### src/hdl/framer_pkg.sv
// constants and types shared by the framing core
package framer_pkg;
   localparam int FIFO_DEPTH = 96;
   localparam int PTR_W = 7;
   localparam logic [6:0] FIFO_LAST = 7'h5F;
   // SPI command bytes (device's own choice)
   localparam logic [7:0] CMD_FIFO_WR = 8'h80;
   localparam logic [7:0] CMD_FIFO_RD = 8'hBF;
   localparam logic [7:0] CMD_TX = 8'hC4;
   // protocol modes
   localparam logic [1:0] MODE_PARITY_CRC = 2'h0;
   localparam logic [1:0] MODE_CRC_ONLY = 2'h1;
   localparam logic [1:0] MODE_RAW = 2'h2;
   // bit period in clock cycles for each rate select
   localparam logic [7:0] BIT_CYC_0 = 8'h40;
   localparam logic [7:0] BIT_CYC_1 = 8'h20;
   localparam logic [7:0] BIT_CYC_2 = 8'h10;
   localparam logic [7:0] BIT_CYC_3 = 8'h08;
   localparam logic [15:0] CRC_INIT = 16'h6363;
   localparam logic [15:0] CRC_POLY = 16'h8408;
   localparam logic [7:0] EOF_IDLE_BITS = 8'h03;
   typedef enum logic [3:0] {
      TX_IDLE = 4'h1,
      TX_SOF = 4'h2,
      TX_BITS = 4'h4,
      TX_EOF = 4'h8
   } tx_state_t;
   typedef enum logic [2:0] {
      RX_IDLE = 3'h1,
      RX_BITS = 3'h2,
      RX_DONE = 3'h4
   } rx_state_t;
endpackage : framer_pkg

### src/hdl/nfc_framer.sv
// framing core with shared FIFO, SPI access and transparent bypass
`timescale 1ns/1ns
module nfc_framer (
   // clock and reset
   input wire logic i_clk,
   input wire logic i_rst_b,
   // SPI from controller
   input wire logic i_sclk,
   input wire logic i_ss_b,
   input wire logic i_mosi,
   output logic o_miso,
   output logic o_miso_oe,
   // configuration straps
   input wire logic [1:0] i_mode,
   input wire logic [1:0] i_rate,
   input wire logic i_transparent,
   input wire logic i_rx_on,
   input wire logic i_both_chan,
   input wire logic i_chan_pm,
   // receiver sub-carrier channels
   input wire logic i_rx_am,
   input wire logic i_rx_pm,
   // transmitter and status
   output logic o_mod,
   output logic o_tx_busy,
   output logic o_rx_frame_done,
   output logic o_err_parity,
   output logic o_err_crc,
   output logic o_err_frame,
   output logic o_irq
);
   // two-flop synchronisers for all asynchronous inputs except i_rst_b, i_mode, i_rate, i_both_chan and i_chan_pm
   logic [6:0] s1_q;
   logic [6:0] s2_q;
   logic [6:0] sraw;
   assign sraw = {i_sclk, i_ss_b, i_mosi, i_rx_am, i_rx_pm, i_rx_on, i_transparent};
   always_ff @(posedge i_clk or negedge i_rst_b) begin
      if (!i_rst_b) begin
         s1_q <= 7'h20;
         s2_q <= 7'h20;
      end else begin
         s1_q <= sraw;
         s2_q <= s1_q;
      end
   end
   logic sclk_s, ssb_s, mosi_s, am_s, pm_s, rxon_s, trans_s;
   assign {sclk_s, ssb_s, mosi_s, am_s, pm_s, rxon_s, trans_s} = s2_q;

   function automatic logic [15:0] crc_step(input logic [15:0] c, input logic b);
      crc_step = ((c[0] ^ b) != 1'b0) ? ((c >> 1) ^ framer_pkg::CRC_POLY) : (c >> 1);
   endfunction : crc_step

   function automatic logic [7:0] bit_cycles(input logic [1:0] r);
      case (r)
         2'h0: bit_cycles = framer_pkg::BIT_CYC_0;
         2'h1: bit_cycles = framer_pkg::BIT_CYC_1;
         2'h2: bit_cycles = framer_pkg::BIT_CYC_2;
         default: bit_cycles = framer_pkg::BIT_CYC_3;
      endcase
   endfunction : bit_cycles

   // state registers
   logic sclk_d1_q, sclk_d1_d;
   logic [7:0] sh_q, sh_d, cmd_q, cmd_d, out_q, out_d;
   logic [2:0] scnt_q, scnt_d;
   logic have_cmd_q, have_cmd_d, miso_q, miso_d;
   logic [7:0] mem_q [0:framer_pkg::FIFO_DEPTH-1];
   logic [6:0] wp_q, wp_d, rp_q, rp_d, cnt_q, cnt_d;
   logic tx_dir_q, tx_dir_d;
   framer_pkg::tx_state_t ts_q, ts_d;
   framer_pkg::rx_state_t rs_q, rs_d;
   logic [7:0] tdiv_q, tdiv_d, tbyte_q, tbyte_d, rdiv_q, rdiv_d, rbyte_q, rbyte_d;
   logic [3:0] tbit_q, tbit_d, rbit_q, rbit_d;
   logic [15:0] tcrc_q, tcrc_d, rcrc_q, rcrc_d;
   logic tpar_q, tpar_d, rpar_q, rpar_d, mod_q, mod_d, tcrc_ph_q, tcrc_ph_d;
   logic [1:0] tcrc_n_q, tcrc_n_d;
   logic rlast_q, rlast_d, done_q, done_d, ep_q, ep_d, ec_q, ec_d, ef_q, ef_d;
   logic wr_en, rd_en;
   logic [7:0] wr_data;
   logic sub;

   // channel choice: i_chan_pm takes pm alone, else i_both_chan takes the OR of both channels, else am alone
   always_comb begin
      if (i_both_chan && !i_chan_pm) sub = am_s | pm_s;
      else if (i_chan_pm) sub = pm_s;
      else sub = am_s;
   end

   // next state: SPI, FIFO, transmit and receive framers
   always_comb begin
      logic rise, fall, bit_end, rbit_end, rx_bit, last_byte, half;
      logic [7:0] full_sh;
      rise = sclk_s & ~sclk_d1_q;
      fall = ~sclk_s & sclk_d1_q;
      full_sh = {sh_q[6:0], mosi_s};
      bit_end = (tdiv_q == bit_cycles(i_rate) - 8'h01);
      half = (tdiv_q >= (bit_cycles(i_rate) >> 1)); // second half of a transmit bit
      rbit_end = (rdiv_q == (bit_cycles(i_rate) >> 1));
      rx_bit = sub;
      sclk_d1_d = sclk_s;
      sh_d = sh_q; cmd_d = cmd_q; out_d = out_q; scnt_d = scnt_q;
      have_cmd_d = have_cmd_q; miso_d = miso_q;
      wp_d = wp_q; rp_d = rp_q; cnt_d = cnt_q; tx_dir_d = tx_dir_q;
      ts_d = ts_q; rs_d = rs_q; tdiv_d = tdiv_q; tbyte_d = tbyte_q;
      rdiv_d = rdiv_q; rbyte_d = rbyte_q; tbit_d = tbit_q; rbit_d = rbit_q;
      tcrc_d = tcrc_q; rcrc_d = rcrc_q; tpar_d = tpar_q; rpar_d = rpar_q;
      mod_d = mod_q; tcrc_ph_d = tcrc_ph_q; tcrc_n_d = tcrc_n_q; rlast_d = sub;
      done_d = 1'b0; ep_d = ep_q; ec_d = ec_q; ef_d = ef_q;
      wr_en = 1'b0; rd_en = 1'b0; wr_data = 8'h00;
      last_byte = 1'b0;
      // SPI slave, mode 0, MSB first
      if (ssb_s) begin
         scnt_d = 3'h0; have_cmd_d = 1'b0;
      end else begin
         if (rise) begin
            sh_d = full_sh;
            scnt_d = scnt_q + 3'h1;
            if (scnt_q == 3'h7) begin
               if (!have_cmd_q) begin
                  have_cmd_d = 1'b1; cmd_d = full_sh;
                  if (full_sh == framer_pkg::CMD_TX && ts_q == framer_pkg::TX_IDLE) begin
                     ts_d = framer_pkg::TX_SOF; tdiv_d = 8'h00;
                     tcrc_d = framer_pkg::CRC_INIT; tcrc_ph_d = 1'b0;
                  end
                  if (full_sh == framer_pkg::CMD_FIFO_WR) begin
                     tx_dir_d = 1'b1; wp_d = 7'h00; rp_d = 7'h00; cnt_d = 7'h00;
                  end
               end else if (cmd_q == framer_pkg::CMD_FIFO_WR &&
                            cnt_q <= framer_pkg::FIFO_LAST) begin
                  wr_en = 1'b1; wr_data = full_sh;
               end
            end
         end
         if (fall) begin
            if (scnt_q == 3'h0 && have_cmd_q && cmd_q == framer_pkg::CMD_FIFO_RD) begin
               if (cnt_q != 7'h00 && !tx_dir_q) begin
                  out_d = mem_q[rp_q]; rd_en = 1'b1;
               end else out_d = 8'h00;
               miso_d = (cnt_q != 7'h00 && !tx_dir_q) ? mem_q[rp_q][7] : 1'b0;
            end else miso_d = out_q[7 - scnt_q];
         end
      end
      // transmit framer: SOF high bit, bytes LSB first, parity, CRC, EOF low bits
      tdiv_d = bit_end ? 8'h00 : tdiv_q + 8'h01;
      case (ts_q)
         framer_pkg::TX_IDLE: begin
            mod_d = 1'b0; tdiv_d = 8'h00;
         end
         framer_pkg::TX_SOF: begin
            mod_d = 1'b1;
            if (bit_end) begin
               if (cnt_q != 7'h00) begin
                  ts_d = framer_pkg::TX_BITS; tbyte_d = mem_q[rp_q]; rd_en = 1'b1;
                  tbit_d = 4'h0; tpar_d = 1'b1;
               end else ts_d = framer_pkg::TX_EOF;
               tcrc_n_d = 2'h0;
            end
         end
         framer_pkg::TX_BITS: begin
            if (tbit_q < 4'h8) mod_d = tbyte_q[tbit_q[2:0]] ^ half;
            else mod_d = tpar_q;
            if (bit_end) begin
               if (tbit_q < 4'h8) begin
                  tpar_d = tpar_q ^ tbyte_q[tbit_q[2:0]];
                  if (!tcrc_ph_q) tcrc_d = crc_step(tcrc_q, tbyte_q[tbit_q[2:0]]);
               end
               tbit_d = tbit_q + 4'h1;
               if (tbit_q == 4'h8 || (tbit_q == 4'h7 && i_mode != framer_pkg::MODE_PARITY_CRC)) begin
                  tbit_d = 4'h0; tpar_d = 1'b1;
                  if (!tcrc_ph_q && cnt_q != 7'h00) begin
                     tbyte_d = mem_q[rp_q]; rd_en = 1'b1;
                  end else if (i_mode != framer_pkg::MODE_RAW && tcrc_n_q != 2'h2) begin
                     tcrc_ph_d = 1'b1; tcrc_n_d = tcrc_n_q + 2'h1;
                     tbyte_d = (tcrc_n_q == 2'h0) ? ~tcrc_d[7:0] : ~tcrc_q[15:8];
                  end else ts_d = framer_pkg::TX_EOF;
               end
            end
         end
         framer_pkg::TX_EOF: begin
            mod_d = 1'b0;
            if (bit_end) begin
               tbit_d = tbit_q + 4'h1;
               if (tbit_q[1:0] == framer_pkg::EOF_IDLE_BITS[1:0]) begin
                  ts_d = framer_pkg::TX_IDLE; tx_dir_d = 1'b0;
               end
            end
         end
         default: ts_d = framer_pkg::TX_IDLE;
      endcase
      // receive framer: SOF is a first edge, bits sampled mid period
      rdiv_d = (rdiv_q == bit_cycles(i_rate) - 8'h01) ? 8'h00 : rdiv_q + 8'h01;
      case (rs_q)
         framer_pkg::RX_IDLE: begin
            rdiv_d = 8'h00;
            if (rxon_s && !trans_s && !tx_dir_q && sub && !rlast_q) begin
               rs_d = framer_pkg::RX_BITS; rbit_d = 4'h0; rpar_d = 1'b1;
               rcrc_d = framer_pkg::CRC_INIT; ep_d = 1'b0; ec_d = 1'b0; ef_d = 1'b0;
               wp_d = 7'h00; rp_d = 7'h00; cnt_d = 7'h00;
            end
         end
         framer_pkg::RX_BITS: begin
            if (!rxon_s) rs_d = framer_pkg::RX_DONE;
            else if (rbit_end) begin
               if (rbit_q < 4'h8) begin
                  rbyte_d = {rx_bit, rbyte_q[7:1]};
                  rpar_d = rpar_q ^ rx_bit;
                  rcrc_d = crc_step(rcrc_q, rx_bit);
               end
               rbit_d = rbit_q + 4'h1;
               last_byte = (rbit_q == 4'h8) ||
                           (rbit_q == 4'h7 && i_mode != framer_pkg::MODE_PARITY_CRC);
               if (last_byte) begin
                  if (rbit_q == 4'h8 && rx_bit != rpar_q) ep_d = 1'b1;
                  wr_en = 1'b1; rbit_d = 4'h0; rpar_d = 1'b1;
                  wr_data = (rbit_q == 4'h8) ? rbyte_q : {rx_bit, rbyte_q[7:1]};
                  if (cnt_q > framer_pkg::FIFO_LAST) ef_d = 1'b1;
               end
            end
         end
         framer_pkg::RX_DONE: begin
            rs_d = framer_pkg::RX_IDLE; done_d = 1'b1;
            if (rbit_q != 4'h0) ef_d = 1'b1;
            if (i_mode != framer_pkg::MODE_RAW && rcrc_q != 16'h0000) ec_d = 1'b1;
         end
         default: rs_d = framer_pkg::RX_IDLE;
      endcase
      if (wr_en && cnt_q <= framer_pkg::FIFO_LAST) begin
         wp_d = (wp_q == framer_pkg::FIFO_LAST) ? 7'h00 : wp_q + 7'h01;
      end
      if (rd_en) rp_d = (rp_q == framer_pkg::FIFO_LAST) ? 7'h00 : rp_q + 7'h01;
      if ((wr_en && cnt_q <= framer_pkg::FIFO_LAST) && !rd_en) cnt_d = cnt_d + 7'h01;
      else if (rd_en && !(wr_en && cnt_q <= framer_pkg::FIFO_LAST)) cnt_d = cnt_d - 7'h01;
   end

   // FIFO storage
   always_ff @(posedge i_clk) begin
      if (wr_en && cnt_q <= framer_pkg::FIFO_LAST) mem_q[wp_q] <= wr_data;
   end

   // register all control state
   always_ff @(posedge i_clk or negedge i_rst_b) begin
      if (!i_rst_b) begin
         sclk_d1_q <= 1'b0; sh_q <= 8'h00; cmd_q <= 8'h00; out_q <= 8'h00;
         scnt_q <= 3'h0; have_cmd_q <= 1'b0; miso_q <= 1'b0;
         wp_q <= 7'h00; rp_q <= 7'h00; cnt_q <= 7'h00; tx_dir_q <= 1'b0;
         ts_q <= framer_pkg::TX_IDLE; rs_q <= framer_pkg::RX_IDLE;
         tdiv_q <= 8'h00; tbyte_q <= 8'h00; rdiv_q <= 8'h00; rbyte_q <= 8'h00;
         tbit_q <= 4'h0; rbit_q <= 4'h0; tcrc_q <= 16'h0000; rcrc_q <= 16'h0000;
         tpar_q <= 1'b0; rpar_q <= 1'b0; mod_q <= 1'b0; tcrc_ph_q <= 1'b0;
         tcrc_n_q <= 2'h0; rlast_q <= 1'b0; done_q <= 1'b0;
         ep_q <= 1'b0; ec_q <= 1'b0; ef_q <= 1'b0;
      end else begin
         sclk_d1_q <= sclk_d1_d; sh_q <= sh_d; cmd_q <= cmd_d; out_q <= out_d;
         scnt_q <= scnt_d; have_cmd_q <= have_cmd_d; miso_q <= miso_d;
         wp_q <= wp_d; rp_q <= rp_d; cnt_q <= cnt_d; tx_dir_q <= tx_dir_d;
         ts_q <= ts_d; rs_q <= rs_d;
         tdiv_q <= tdiv_d; tbyte_q <= tbyte_d; rdiv_q <= rdiv_d; rbyte_q <= rbyte_d;
         tbit_q <= tbit_d; rbit_q <= rbit_d; tcrc_q <= tcrc_d; rcrc_q <= rcrc_d;
         tpar_q <= tpar_d; rpar_q <= rpar_d; mod_q <= mod_d; tcrc_ph_q <= tcrc_ph_d;
         tcrc_n_q <= tcrc_n_d; rlast_q <= rlast_d; done_q <= done_d;
         ep_q <= ep_d; ec_q <= ec_d; ef_q <= ef_d;
      end
   end

   // outputs; transparent mode bypasses framing and FIFO
   assign o_miso = trans_s ? sub : miso_q;
   assign o_miso_oe = ~ssb_s | trans_s;
   assign o_mod = trans_s ? mosi_s : mod_q;
   assign o_tx_busy = (ts_q != framer_pkg::TX_IDLE);
   assign o_rx_frame_done = done_q;
   assign o_err_parity = ep_q;
   assign o_err_crc = ec_q;
   assign o_err_frame = ef_q;
   assign o_irq = done_q & (ep_q | ec_q | ef_q);
endmodule : nfc_framer

### config.mk
export PLATFORM = sky130hd
export DESIGN_NAME = nfc_framer
export DESIGN_NICKNAME = d
export VERILOG_FILES = /design/src/hdl/framer_pkg.sv /design/src/hdl/nfc_framer.sv
export SDC_FILE = /design/constraint.sdc
export NUM_CORES = 1
export LEC_CHECK = 0
export ABC_AREA = 1
export BUFFER_PORTS_ARGS = -buffer_cell sky130_fd_sc_hd__buf_2
export CAP_MARGIN = 20
export CORE_MARGIN = 5
export CORE_UTILIZATION = 30
export CTS_CLUSTER_SIZE = 14
export DETAILED_ROUTE_END_ITERATION = 6
export PLACE_DENSITY_LB_ADDON = 0.08
export SYNTH_ARGS = -nofsm -noshare
export SYNTH_HDL_FRONTEND = slang
export SYNTH_SLANG_ARGS = --single-unit
### constraint.sdc
create_clock -name i_clk -period 6.8 [get_ports i_clk]
set_input_delay 0 -clock i_clk [delete_from_list [all_inputs] [get_ports i_clk]]
set_output_delay 0 -clock i_clk [all_outputs]
set_load 0.01 [all_outputs]
Yosys cells after proc, flatten, opt, wreduce, memory -nomap -nowiden
Memory sizes are Yosys's and may differ from the RTL's.
Index checks and enable logic that the tools add are counted.
- memories: 1
- bits in read-only memories: 0
- word-level logic and storage cells: 368
- latch bits: 0
- bits in registers: 155
- output and inout bits: 9
- RAM bits: 768
- input port bits: 15
- shift operators: 0
- add/subtract/negate cells: 12
- equality and inequality tests: 48
- order comparisons: 7
- multiplexer cells: 186
- multipliers: 0
- div/mod/pow operators: 0
- bitwise operators: 20
- reductions and logical operators: 61
- memory list (memory ; words ; bits a word ; read ports ; clocked after Yosys merged registers in ; wr ports ; line ; text):
    mem_q ; 96 ; 8 ; 1 ; 0 ; 1 ; nfc_framer.sv:67 ; logic [7:0] mem_q [0:framer_pkg::FIFO_DEPTH-1];
- operators with widths (kind ; count):
    two-way mux 16 bit ; 17
    two-way mux 7 bit ; 27
    two-way mux 8 bit ; 22
    two-way mux 4 bit ; 22
    two-way mux 1 bit ; 72
    != test 2 bit (second input constant) ; 19
    == test 8 bit (second input constant) ; 4
    < comparator 32 x 4 -> 1 bit (second input constant) ; 1
    one-hot mux 16 bit (2 select lines) ; 1
    adder 7 x 1 -> 7 bit (second input constant) ; 3
    one-hot mux 7 bit (3 select lines) ; 1
    AND reduction 5 bit ; 4
    logical AND 1 bit ; 19
    AND reduction 6 bit ; 3
    adder 8 x 1 -> 8 bit (second input constant) ; 2
    == test 8 bit ; 2
    NOT 8 bit ; 2
    one-hot mux 4 bit (4 select lines) ; 1
    one-hot mux 8 bit (2 select lines) ; 1
    nonzero test 16 bit ; 1
    == test 7 bit (second input constant) ; 2
    == test 4 x 3 -> 1 bit (second input constant) ; 3
    == test 4 bit (second input constant) ; 3
    two-way mux 3 bit ; 4
    other kinds (48) ; 98

Longest topological paths before layout
Gate-level depths: netlist (run 1).
- word-level depth: 18
- mapped depth: 18
- depth with buffers taken out: 18

Worst setup path after synthesis (run 1)
OpenSTA, ideal clock, no wires.
- path type: register -> register
- start: register scnt_q[0]
- end: memory mem_q[0][0], data pin
- data arrival time: 5146 ps
- slack: 681 ps
- buffers on the path: 0
- period minus slack after synthesis: 6119 ps
- stages on the path, launching flop included: 7
- data required time: 5827 ps
- library setup time: 973 ps
- cells stage by stage: dfrtp_1 > ha_1 > ha_1 > nand3_1 > nor3_1 > nand2_1 > o31ai_1
- cells in the longest elaborated chain, start to end: 8
- ends and longest elaborated chain (item ; line ; text):
    start, declared ; nfc_framer.sv:65 ; logic [2:0] scnt_q, scnt_d;
    start signal, assigned ; nfc_framer.sv:254 ; scnt_q <= scnt_d; have_cmd_q <= have_cmd_d; miso_q <= miso_d;
    == test 3 bit (*) ; nfc_framer.sv:118 ; if (scnt_q == 3'h7) begin
    two-way mux 8 bit (*) ; nfc_framer.sv:118 ;
    two-way mux 8 bit (*) ; nfc_framer.sv:115 ; if (rise) begin
    two-way mux 8 bit (*) ; nfc_framer.sv:112 ; if (ssb_s) begin
    two-way mux 8 bit ; nfc_framer.sv:212 ; if (last_byte) begin
    two-way mux 8 bit ; nfc_framer.sv:203 ; else if (rbit_end) begin
    two-way mux 8 bit ; nfc_framer.sv:202 ; if (!rxon_s) rs_d = framer_pkg::RX_DONE;
    two-way mux 8 bit (*) ; nfc_framer.sv:192 ; case (rs_q)
    net wr_data[0] ; nfc_framer.sv:79 ; logic [7:0] wr_data;
    end, declared ; nfc_framer.sv:67 ;
Mark *: on every way through the listed nets, which the timed path passes. The rest lies on a longest branch.

Worst setup path after layout (run 1)
- start: register rp_q[0]
- end: register tbyte_q[2]
- cells in the longest elaborated chain, start to end: 5
- elaborated cells on any way between the ends: 7
- classes of those cells: mux: 6; memory: 1
- ends and longest elaborated chain (item ; line ; text):
    start, declared ; nfc_framer.sv:68 ; logic [6:0] wp_q, wp_d, rp_q, rp_d, cnt_q, cnt_d;
    start signal, assigned ; nfc_framer.sv:255 ; wp_q <= wp_d; rp_q <= rp_d; cnt_q <= cnt_d; tx_dir_q <= tx_dir_d;
    memory (96 x 8 bit) (*) ; n/a ;
    two-way mux 8 bit ; nfc_framer.sv:170 ; if (!tcrc_ph_q && cnt_q != 7'h00) begin
    two-way mux 8 bit ; nfc_framer.sv:168 ; if (tbit_q == 4'h8 || (tbit_q == 4'h7 && i_mode != framer_pkg::MODE_PARITY_CRC)) begin
    two-way mux 8 bit ; nfc_framer.sv:162 ; if (bit_end) begin
    one-hot mux 8 bit (2 select lines) (*) ; nfc_framer.sv:145 ; case (ts_q)
    end signal, assigned ; nfc_framer.sv:257 ; tdiv_q <= tdiv_d; tbyte_q <= tbyte_d; rdiv_q <= rdiv_d; rbyte_q <= rbyte_d;
    end, declared ; nfc_framer.sv:72 ; logic [7:0] tdiv_q, tdiv_d, tbyte_q, tbyte_d, rdiv_q, rdiv_d, rbyte_q, rbyte_d;
Mark *: on every way between the ends. The rest lies on a longest branch, timed or not. The select of a mux whose other input is x is not followed.
A chain may end at the register's enable or synchronous reset.

==> metrics.md, run 1 <==
| Metric | Value |
|---|---|
| Via density | `about 4.8` |
| Yosys top cell area share | `approximately three fifths` |
| Syn_nets | `around 3,800` |
| Period utilisation layout | `between 50% and 60%` |
| Die Y | `between 300 and 400 µm` |
| Post-Synth Adder-Cell Area | `less than 1%` |
| Clk root buf | `clkbuf_16` |
| Layout cells sized above 1 | `under 10%` |
| CTS buffer count | `about 110` |
| Static leakage | `approximately 17 nW` |
| Syn avg cell area | `between 10 and 15 µm²` |
| Final min period | `between 3 and 4 ns` |
| Routed Wire Length | `about 120,000 µm` |
| Sequential area share after synthesis | `67.92%` |
| Status | `completed` |
| Setup TNS | `0 ns` |
| EDFF count, synth | `768` |
| Vias | `between 20,000 and 30,000` |
| Sink Count | `between 900 and 1,000` |
| Cells after Synth | `3,755` |
| Rows | `between 100 and 150` |
| HP Class | `input pin to flop` |
| RSZ-0062 raised after global routing | `no` |
| Total Routing Usage GR | `~17%` |
| Flops & latches, synth | `between 900 and 1,000` |
| Number of global-route vias before repair | `~27,000` |
| CP Launch Type | `flop` |
| Die ar. | `139,600 µm²` |
| Largest net degree at the start of global routing | `around 160` |
| Dpl cell area | `about 42,000 µm²` |
| Setup-failing EPs final | `0` |
| Worst Skew | `between 0.02 and 0.03 ns` |
| GRT overflow | `0` |
| Maximum clock path buffer count | `3` |
| Largest family of logic cells by synthesized area | `simple AND/OR/NAND/NOR gates` |
| Hold Fails Final Rpt | `0` |
| Nets | `between 3,000 and 4,000` |
| Synth async-reset ratio | `~17%` |
| Die width | `373.6 µm` |
| DR pass1 iterations | `7` |
| DRT iter0 DRCs | `slightly above 2,000` |
| Worst IR Drop VDD | `between 200 and 250 µV` |
| HPWL reported at the end of detailed placement | `approximately 70,000 µm` |
| Peak Freq | `approximately 260 MHz` |
| Crit path largest cell delay | `about 0.70 ns` |
| Crit-path slowest cell | `dfrtp_4` |
| Synth Area in Compound Gates | `between 3 and 4%` |
| Syn-to-layout area delta | `13.81%` |
| Simple-gate share of the synthesized area | `23.63%` |
| Synth top area cells | `edfxtp_1 58%, nand2_1 11%, dfrtp_1 9.5%` |
| Most frequent cell after synthesis | `nand2_1` |
| DP Cell Count | `between 5,000 and 6,000` |
| Ys Warns | `0` |
| Clock-pin slew on the worst setup and hold paths | `about 0.060 ns` |
| Crit-path max FO | `around 110` |
| Distinct cells, synth | `slightly below 60` |
| Max-Cap Viols | `0` |
| Fin. max-slew vios | `0` |
| Avg WL per Cell | `between 20 and 25 µm` |
| Crit path kind | `flop to flop` |
| CP Capture Type | `flop` |
| Post-CTS sizing | `0` |
| Crit-path cells | `inv_8, buf_12, nand2_1, nand3_1, nand3_1, a21oi_1, o21ai_0, nand2_1, nand3_1, nor2_1, nor2_1, nor2_1` |
| Initial antenna violation count | `0` |
| Cell taking the most area after synthesis | `edfxtp_1` |
| Worst-Skew Late Latency | `0.69 ns` |
| Boundary Pins | `24` |
| Drt drc | `0` |
| GP Congestion | `between 0.7 and 0.8` |
| Antenna-violating nets left | `0` |
| Worst Max-Slew Pin Slew | `1.159 ns` |
| Max-Slew Margin vs Limit | `a little under a quarter` |
| IO Port Bufs | `23` |
| Worst Path Arrival | `approximately 4.5 ns` |
| Final std cells w/o fill | `between 5,000 and 6,000` |
| First-pass GRT wire length | `around 180,000 µm` |
| Initial Util | `30.18%` |
| Buf+Inv Stages, Crit Path | `2` |
| Top cells by count, synth | `1,183 x nand2_1, 768 x edfxtp_1, 710 x nand3_1` |
| Power Dens Cells | `275.8 nW/µm²` |
| Synth Flop Type | `edfxtp_1` |
| H-Tree Depth | `3` |
| CTS tree | `yes` |
| Critical path's top delay family | `buffers and inverters` |
| Worst Path Required | `7.40 ns` |
| Finished layout cell area | `about 45,000 µm²` |
| Core area | `between 100,000 and 150,000 µm²` |
| Mapped Area | `roughly 40,000 µm²` |
| Min Hold Slack | `a little over 0.07 ns` |
| Mux contribution to synthesized area | `0.05362%` |
| Post-synthesis xor/xnor area fraction | `0.4636%` |
==> stage by stage <==
stage / util [%] / total power [W] / setup slack (ns)
floorplan: - / 0.006760 / 0.6813
global placement: 31.66 / 0.007128 / 2.986
detailed placement: 31.68 / 0.007125 / 3.001
CTS: 34.34 / 0.01265 / 2.972
global route: 34.34 / 0.01295 / 2.693
finish: 34.34 / 0.01245 / 2.936
==> per-layer routing <==
metal  global-route usage (%)  wire (µm)
met1                    24.00      57110
met2                    28.06      57340
met3                    2.065       4285
met5                        0          0
met4                    4.325       2331
==> cell families (layout without fill, tap and decap cells) <==
logic type	count (synthesis)	in the layout
AOI/OAI and AO/OA	237	237
muxes	2	2
buffers and inverters	373	472
and+or+nand+nor	2177	2177
other	0	2
DFF	923	923
adders and majority gates	22	22
xor gates and xnor gates	21	21
==> layout by cell type (no fill, tap or decap), types with 5 or more instances in the layout <==
cell           instances
a21oi_1               49
nand3_1              709
o21ai_1                8
xnor2_1                5
clkbuf_1              24
nor3_1                19
ha_1                  22
clkbuf_16            111
inv_4                  6
buf_2                 22
nand4_1                6
dfrtp_1              147
clkinv_2              20
a31oi_1                6
o21ai_0              131
o211ai_1              11
nor4_1                 6
clkinv_1              39
o22ai_1                5
o31ai_4                5
xor2_1                16
nand2_1             1183
nand2_2               10
edfxtp_1             768
nand3_2                6
dlygate4sd3_1         22
inv_2                  9
buf_12                 6
nor2_1               212
inv_1                161
buf_4                 39
==> power by group <==
group / switching, W / internal, W
clock: 0.00234 / 0.00310
sequential: 0.0000664 / 0.00612
combinational: 0.000617 / 0.000207
total: 0.00302 / 0.00943
==> sequential cells by signal, indices dropped and copies added (netlist names), 2 cells and up <==
register  flops
ts_q          4
tcrc_q       16
rdiv_q        8
tcrc_n_q      2
tdiv_q        8
rbyte_q       8
rs_q          3
cmd_q         8
tbyte_q       8
rcrc_q       16
tbit_q        4
mem_q       768
s1_q          7
cnt_q         7
scnt_q        3
wp_q          7
sh_q          7
out_q         8
rp_q          7
rbit_q        4
s2_q          7
==> worst reg2reg max path: stages, from the launching register on <==
cell and delay [ns]:
dfrtp_4 0.70, inv_8 0.66, buf_12 0.58, nand2_1 0.29
nand3_1 0.13, nand3_1 0.09, a21oi_1 0.35, o21ai_0 0.35
nand2_1 0.19, nand3_1 0.19, nor2_1 0.13, nor2_1 0.05
nor2_1 0.08
==> area by class of cell <==
class / count / area, µm²
flip-flops and latches: 923 / 26960
clock buffers: 138 / 2909
clock inverters: 60 / 349.1
well taps: 1755 / 2196
inverters: 184 / 723.2
fillers: 13470 / 86310
repair buffers: 90 / 754.5
multi-input cells: 2459 / 11260
diodes: 2 / 5.005
==> final timing paths <==
check	start	slack, ns	end	depth (start not counted)
min in group asynchronous	i_rst_b	0.48	mod_q	3
max reg2reg	rp_q[0]	2.94	tbyte_q[2]	12
min reg2reg	s1_q[2]	0.34	s2_q[2]	0
min	i_rate[1]	0.07	rdiv_q[0]	6
max in group asynchronous	i_rst_b	5.05	wp_q[1]	4
max	rp_q[0]	2.94	tbyte_q[2]	12
==> timing repair <==
action / in CTS / in global routing
hold buffers: 23 / 0
endpoints found under the hold margin: 109 / 0
setup buffers: 0 / 0
Note: power is estimated with default switching activity, not from simulation.
==> run 2, diff against run 1 <==
- ABC_AREA: 1 -> 0
- clock period: 6.8 -> 3.3 ns (I/O delays scaled with it)
==> metrics.md, run 2 <==
| Metric | Value |
|---|---|
| Sequential area share after synthesis | `a little under three quarters` |
| Worst Max-Slew Pin Slew | `0.9284 ns` |
| Largest reg by FF count | `mem_q` |
| Regs by FF count | `mem_q: 768 flops, rcrc_q: 16 flops, tcrc_q: 16 flops` |
| CTS buffer count | `106` |
| Peak Freq | `318.3 MHz` |
| Flops & latches, synth | `923` |
| Static leakage | `13.49 nW` |
| Cells after Synth | `2,246` |
| HPWL reported at the end of detailed placement | `roughly 74,000 µm` |
| Avg WL per Cell | `25.98 µm` |
| Die Y | `roughly 370 µm` |
| Period utilisation layout | `between 90% and 100%` |
| Drt drc | `0` |
| Sink Count | `between 900 and 1,000` |
| Worst Skew | `~0.028 ns` |
| Initial antenna violation count | `1` |
| Core area | `about 130,000 µm²` |
| Fill count | `about 12,000` |
| Maximum clock path buffer count | `3` |
| Yosys top cell area share | `approximately 61%` |
| CTS tree | `yes` |
| Status | `completed` |
| Largest net degree at the start of global routing | `71` |
| WP depth | `11` |
| Crit-path cells | `buf_16, buf_16, mux4_2, mux2_2, o22a_1, o22ai_1, o21ai_1, nor2b_1, buf_4, a211oi_1, a21o_1` |
| Antenna-violating nets left | `0` |
| EDFF count, synth | `768` |
| Routed Wire Length | `about 110,000 µm` |
| First-pass GRT wire length | `163,300 µm` |
| HP Class | `input pin to flop` |
| Critical path's top delay family | `multiplexers` |
| Setup-failing EPs final | `0` |
| Number of global-route vias before repair | `22,520` |
| Ys Warns | `0` |
| GP Congestion | `slightly above 0.8` |
| Syn_nets | `approximately 2,300` |
| Boundary Pins | `24` |
| H-Tree Depth | `3` |
| Crit-path slowest cell | `mux4_2` |
| Initial Util | `30.19%` |
| Final core occ | `between 30% and 40%` |
| Layout cells sized above 1 | `roughly 28%` |
| Min Hold Slack | `approximately 0.075 ns` |
| Worst reg-to-reg path cell count | `11` |
| Via density | `approximately 5` |
| Syn-to-layout area delta | `20.98%` |
| Crit path largest cell delay | `approximately 0.56 ns` |
| CP Launch Type | `flop` |
| Most frequent cell after synthesis | `edfxtp_1` |
| Mapped Area | `37,960 µm²` |
| Synth async-reset ratio | `approximately 17%` |
| RSZ-0062 raised after global routing | `yes` |
| Total Routing Usage GR | `16.60%` |
| Worst IR Drop VDD | `between 400 and 500 µV` |
| Nets | `2,600` |
| Buf+Inv Stages, Crit Path | `3` |
| Clk root buf | `clkbuf_16` |
| Synth Flop Type | `edfxtp_1` |
| Power Dens Cells | `526.8 nW/µm²` |
| Synth top area cells | `edfxtp_1 61%, mux4_2 12%, dfrtp_1 10%` |
| Syn avg cell area | `~17 µm²` |
| Crit-path most repeated cell | `buf_16` |
| Cell taking the most area after synthesis | `edfxtp_1` |
| Clock-pin slew on the worst setup and hold paths | `roughly 0.060 ns` |
| Die ar. | `133,700 µm²` |
| CP Capture Type | `flop` |
| DRT iter0 DRCs | `1,677` |
| Worst Path Required | `between 3 and 4 ns` |
| DR pass1 iterations | `5` |
| Fin. max-slew vios | `0` |
| IO Port Bufs | `23` |
| Distinct cells, synth | `74` |
| Rows | `130` |
| Top cells by count, synth | `768 x edfxtp_1, 199 x nor2_1, 197 x mux4_2` |
| GRT overflow | `0` |
| Crit-path max FO | `24` |
| Design Power | `0.02419 W` |
| Number of flip-flops in the largest register | `~770` |
| Hold Fails Final Rpt | `0` |
| Max-Slew Margin vs Limit | `37.87%` |
| Most frequent cells in the layout | `768 x edfxtp_1, 246 x buf_4, 199 x nor2_1` |
| Worst Path Arrival | `between 3 and 4 ns` |
| Crit path kind | `flop to flop` |
| Vias | `roughly 22,000` |
| Min-Delay Path Depth | `5` |
| Most common cell after layout, fill and taps aside | `edfxtp_1` |
| Final min period | `3.141 ns` |
| Max-Cap Viols | `0` |
| Worst-Skew Late Latency | `roughly 0.7 ns` |
| Die width | `365.7 µm` |
-- run 2: changes by cell type after synthesis, moves of 31 or more --
cell / change
mux2_2: +41
o21ai_0: -31
nand3_1: -658
nand2_1: -1034
mux4_2: +197
inv_1: -137
mux2i_1: +35
buf_2: -74
-- run 2: cells by family (layout without fill, tap and decap cells) --
| kind of cell | after synthesis | count (layout) | share of synthesized area, % |
|---|---|---|---|
| AOI/OAI and AO/OA | 276 | 276 | 4.655 |
| DFF | 923 | 923 | 70.99 |
| buffers and inverters | 151 | 560 | 1.925 |
| other | 0 | 1 | 0 |
| adders and majority gates | 22 | 22 | 0.7252 |
| xor gates and xnor gates | 30 | 30 | 0.6922 |
| and+or+nand+nor | 569 | 569 | 7.127 |
| muxes | 275 | 275 | 13.88 |
-- run 2: per-layer routing --
| metal | vias up | part of all wire [%] | track usage, % |
|---|---|---|---|
| li1 | 9504 | - | - |
| met1 | 11440 | 46 | 23.27 |
| met2 | 449 | 48 | 27.18 |
| met3 | 135 | 4.0 | 2.626 |
| met5 | - | 0 | 0 |
| met4 | 0 | 2.2 | 4.121 |
-- run 2: power by group --
part           leakage [nW]  total (W)  switching, W  internal [W]
clock network          1.65     0.0114       0.00480       0.00658
registers              7.30     0.0126     0.0000711        0.0125
logic                  4.54   0.000215      0.000113      0.000101
total                  13.5     0.0242       0.00498        0.0192
-- run 2: layout make-up --
| cell class | instances | area [µm²] | share of cell area, % |
|---|---|---|---|
| Antenna cell | 1 | 2.502 | 0.005449 |
| Clock buffer | 142 | 2910 | 6.338 |
| Clock inverter | 58 | 465.4 | 1.014 |
| Inverter | 28 | 105.1 | 0.2289 |
| Multi-Input combinational cell | 1172 | 10380 | 22.60 |
| Sequential cell | 923 | 26960 | 58.71 |
| Tap cell | 1650 | 2064 | 4.496 |
| Timing Repair Buffer | 332 | 3032 | 6.602 |
-- run 2: tightest hold or removal path, stage by stage --
cell and delay (ns):
buf_2 0.16, a21oi_1 0.13, o21ai_0 0.09, a31o_2 0.26, nor2_1 0.09
-- run 2: stage by stage --
stage | TNS, ns | cells | area, µm² | setup WS (ns)
after global placement | -0.001084 | 4082 | 42280 | -0.0004683
after floorplan | -121.51 | 2246 | 37990 | -0.1666
after CTS | 0 | 4305 | 45900 | 0.01130
after detailed placement | -0.001726 | 4082 | 42280 | -0.001726
after global routing | -0.2625 | 4306 | 45920 | -0.02228
final | 0 | 4306 | 45920 | 0.1587
-- run 2: worst paths after layout --
kind,start,endpoint,slack (ns)
min in group asynchronous,i_rst_b,rs_q[0],0.39
setup / recovery,rp_q[1],tbyte_q[2],0.16
setup reg to reg,rp_q[1],tbyte_q[2],0.16
max in group asynchronous,i_rst_b,ts_q[0],2.45
hold reg to reg,s1_q[2],s2_q[2],0.35
hold / removal,i_rate[1],rdiv_q[0],0.07
-- run 2: repair_timing --
item	CTS	global route
endpoints found under the setup margin	21	34
hold endpoints to repair	166	0
hold buffers	23	0
buffers inserted	0	0
resized for setup	1	6
==> run 3, diff against run 2 <==
- REMOVE_ABC_BUFFERS: default -> 1
==> metrics.md, run 3 (synthesis gave the netlist of run 2 again) <==
| Metric | Value |
|---|---|
| CP Launch Type | `flop` |
| First-pass GRT wire length | `roughly 160,000 µm` |
| Regs by FF count | `mem_q: 768 flops, rcrc_q: 16 flops, tcrc_q: 16 flops` |
| Fin. max-slew vios | `0` |
| Finished layout cell area | `45,710 µm²` |
| Worst Path Arrival | `around 3.7 ns` |
| Design Power | `0.02473 W` |
| GRT overflow | `0` |
| RSZ-0062 raised after global routing | `no` |
| GP Congestion | `slightly below 0.8` |
| IO Port Bufs | `23` |
| Drt drc | `0` |
| CTS tree | `yes` |
| Setup TNS | `0 ns` |
| Period utilisation layout | `about 96%` |
| HPWL reported at the end of detailed placement | `about 72,000 µm` |
| Worst Max-Slew Pin Slew | `around 1.0 ns` |
| Clock power share | `approximately 48%` |
| Clk root buf | `clkbuf_16` |
| Avg WL per Cell | `25.49 µm` |
| Hold Fails Final Rpt | `0` |
| Die ar. | `between 100,000 and 150,000 µm²` |
| Layout cells sized above 1 | `approximately 27%` |
| Crit path kind | `flop to flop` |
| DRT iter0 DRCs | `between 1,500 and 2,000` |
| Final min period | `between 3 and 4 ns` |
| Buf+Inv Stages, Crit Path | `2` |
| Setup-failing EPs final | `0` |
| Number of flip-flops in the largest register | `roughly 770` |
| DP Cell Count | `a little over 4,000` |
| Maximum clock path buffer count | `3` |
| Rows | `130` |
| Most common cell after layout, fill and taps aside | `edfxtp_1` |
| Worst Path Required | `3.86 ns` |
| Vias | `around 21,000` |
| Clock-pin slew on the worst setup and hold paths | `approximately 0.060 ns` |
| Sink Count | `approximately 920` |
| Crit path largest cell delay | `around 0.57 ns` |
| DR pass1 iterations | `5` |
| Peak Freq | `~320 MHz` |
| Antenna-violating nets left | `0` |
| Initial Util | `between 30% and 40%` |
| CTS buffer count | `between 100 and 150` |
| Critical path's top delay family | `compound AO/OA/AOI/OAI gates` |
| Largest net degree at the start of global routing | `97` |
| Most frequent cells in the layout | `768 x edfxtp_1, 229 x buf_4, 199 x nor2_1` |
| Max-Slew Margin vs Limit | `29.32%` |
| Worst IR Drop VDD | `about 370 µV` |
| Die width | `about 370 µm` |
| HP Class | `input pin to flop` |
| Worst-Skew Late Latency | `approximately 0.71 ns` |
| Switch share | `20.12%` |
| Total Routing Usage GR | `roughly 16%` |
| Via density | `about 5` |
| Largest reg by FF count | `mem_q` |
| CP Capture Type | `flop` |
| Boundary Pins | `24` |
| H-Tree Depth | `3` |
| Syn-to-layout area delta | `20.42%` |
| Worst Skew | `approximately 0.024 ns` |
| Nets | `2,571` |
| Crit-path cells | `buf_6, mux4_2, nor2b_1, a211oi_1, a21oi_1, o211ai_1, buf_4, o311a_1, and2_1, o31ai_1` |
| Sequential share of power | `50.9%` |
| Crit-path slowest cell | `mux4_2` |
| Final std cells w/o fill | `between 4,000 and 5,000` |
| Antenna cells | `0` |
| Static leakage | `13.37 nW` |
| Comb pwr share | `less than 1%` |
| Die Y | `about 370 µm` |
| Net Sw Power | `between 0.004 and 0.005 W` |
| Dpl cell area | `roughly 42,000 µm²` |
| Initial antenna violation count | `3` |
| Crit-path max FO | `10` |
| Max-Cap Viols | `0` |
| Routed Wire Length | `between 100,000 and 150,000 µm` |
| Power Dens Cells | `about 540 nW/µm²` |
| Pint | `slightly below 0.02 W` |
| Core area | `around 130,000 µm²` |
| Number of global-route vias before repair | `about 22,000` |
| Status | `completed` |
-- run 3: layout make-up --
| cell class | count | area (µm²) |
|---|---|---|
| multi-input combinational | 1172 | 10380 |
| clock buffer | 130 | 2815 |
| clock inverter | 67 | 711.9 |
| inverter | 28 | 105.1 |
| tap | 1650 | 2064 |
| sequential | 923 | 26960 |
| timing repair buffer | 304 | 2670 |
| fill | 11830 | 80020 |
-- run 3: path summary, 6_finish.rpt --
path	startpoint	end	slack, ns	cells after the start
worst min-delay path	i_mode[0]	rbit_q[0]	0.06	5
worst max register to register	rp_q[0]	tbyte_q[0]	0.13	10
min in group asynchronous	i_rst_b	ts_q[0]	0.41	3
max in group asynchronous	i_rst_b	rp_q[1]	2.47	4
worst max-delay path	rp_q[0]	tbyte_q[0]	0.13	10
worst min register to register	s1_q[2]	s2_q[2]	0.35	0
-- run 3: what timing repair did --
item                                   in CTS  in global routing
buffers inserted                            0                  2
setup endpoints to repair                   0                289
endpoints found under the hold margin     169                  0
resized for setup                           0                  5
hold buffers                               22                  0
-- run 3: worst reg2reg max path: stages (launching register included) --
cell      delay (ns)
dfrtp_4         0.51
buf_6           0.24
mux4_2          0.59
nor2b_1         0.16
a211oi_1        0.31
a21oi_1         0.15
o211ai_1        0.30
buf_4           0.17
o311a_1         0.32
and2_1          0.19
o31ai_1         0.08
-- run 3: power by group through the flow --
stage / Clock [W] / Sequential, W / Combinational [W]
2_1_floorplan: 0 / 0.0128 / 0.0000973
3_3_place_gp: 0 / 0.0128 / 0.000191
3_5_place_dp: 0 / 0.0128 / 0.000195
4_1_cts: 0.0123 / 0.0126 / 0.000222
5_1_grt: 0.0128 / 0.0126 / 0.000241
6_report: 0.0119 / 0.0126 / 0.000214
-- run 3: metrics by stage --
step / setup slack (ns) / hold WS [ns] / util (%)
after floorplan: -4.321 / -0.2956 / -
after global placement: 0.06153 / 0.07681 / 33.34
after detailed placement: 0.07849 / 0.08873 / 33.34
after CTS: 0.03938 / 0.01195 / 36.33
after global routing: 0.01793 / 0.05710 / 36.35
final: 0.1339 / 0.05988 / 36.35
-- run 3: metal layers --
metal | share of wire, % | GRT usage (%) | wire length (µm) | vias up
li1 | - | - | - | 9441
met1 | 44 | 21.49 | 47780 | 11240
met3 | 4.7 | 3.124 | 5079 | 172
met5 | 0 | 0 | 0 | -
met4 | 3.1 | 4.922 | 3393 | 0
met2 | 48 | 26.95 | 52700 | 477
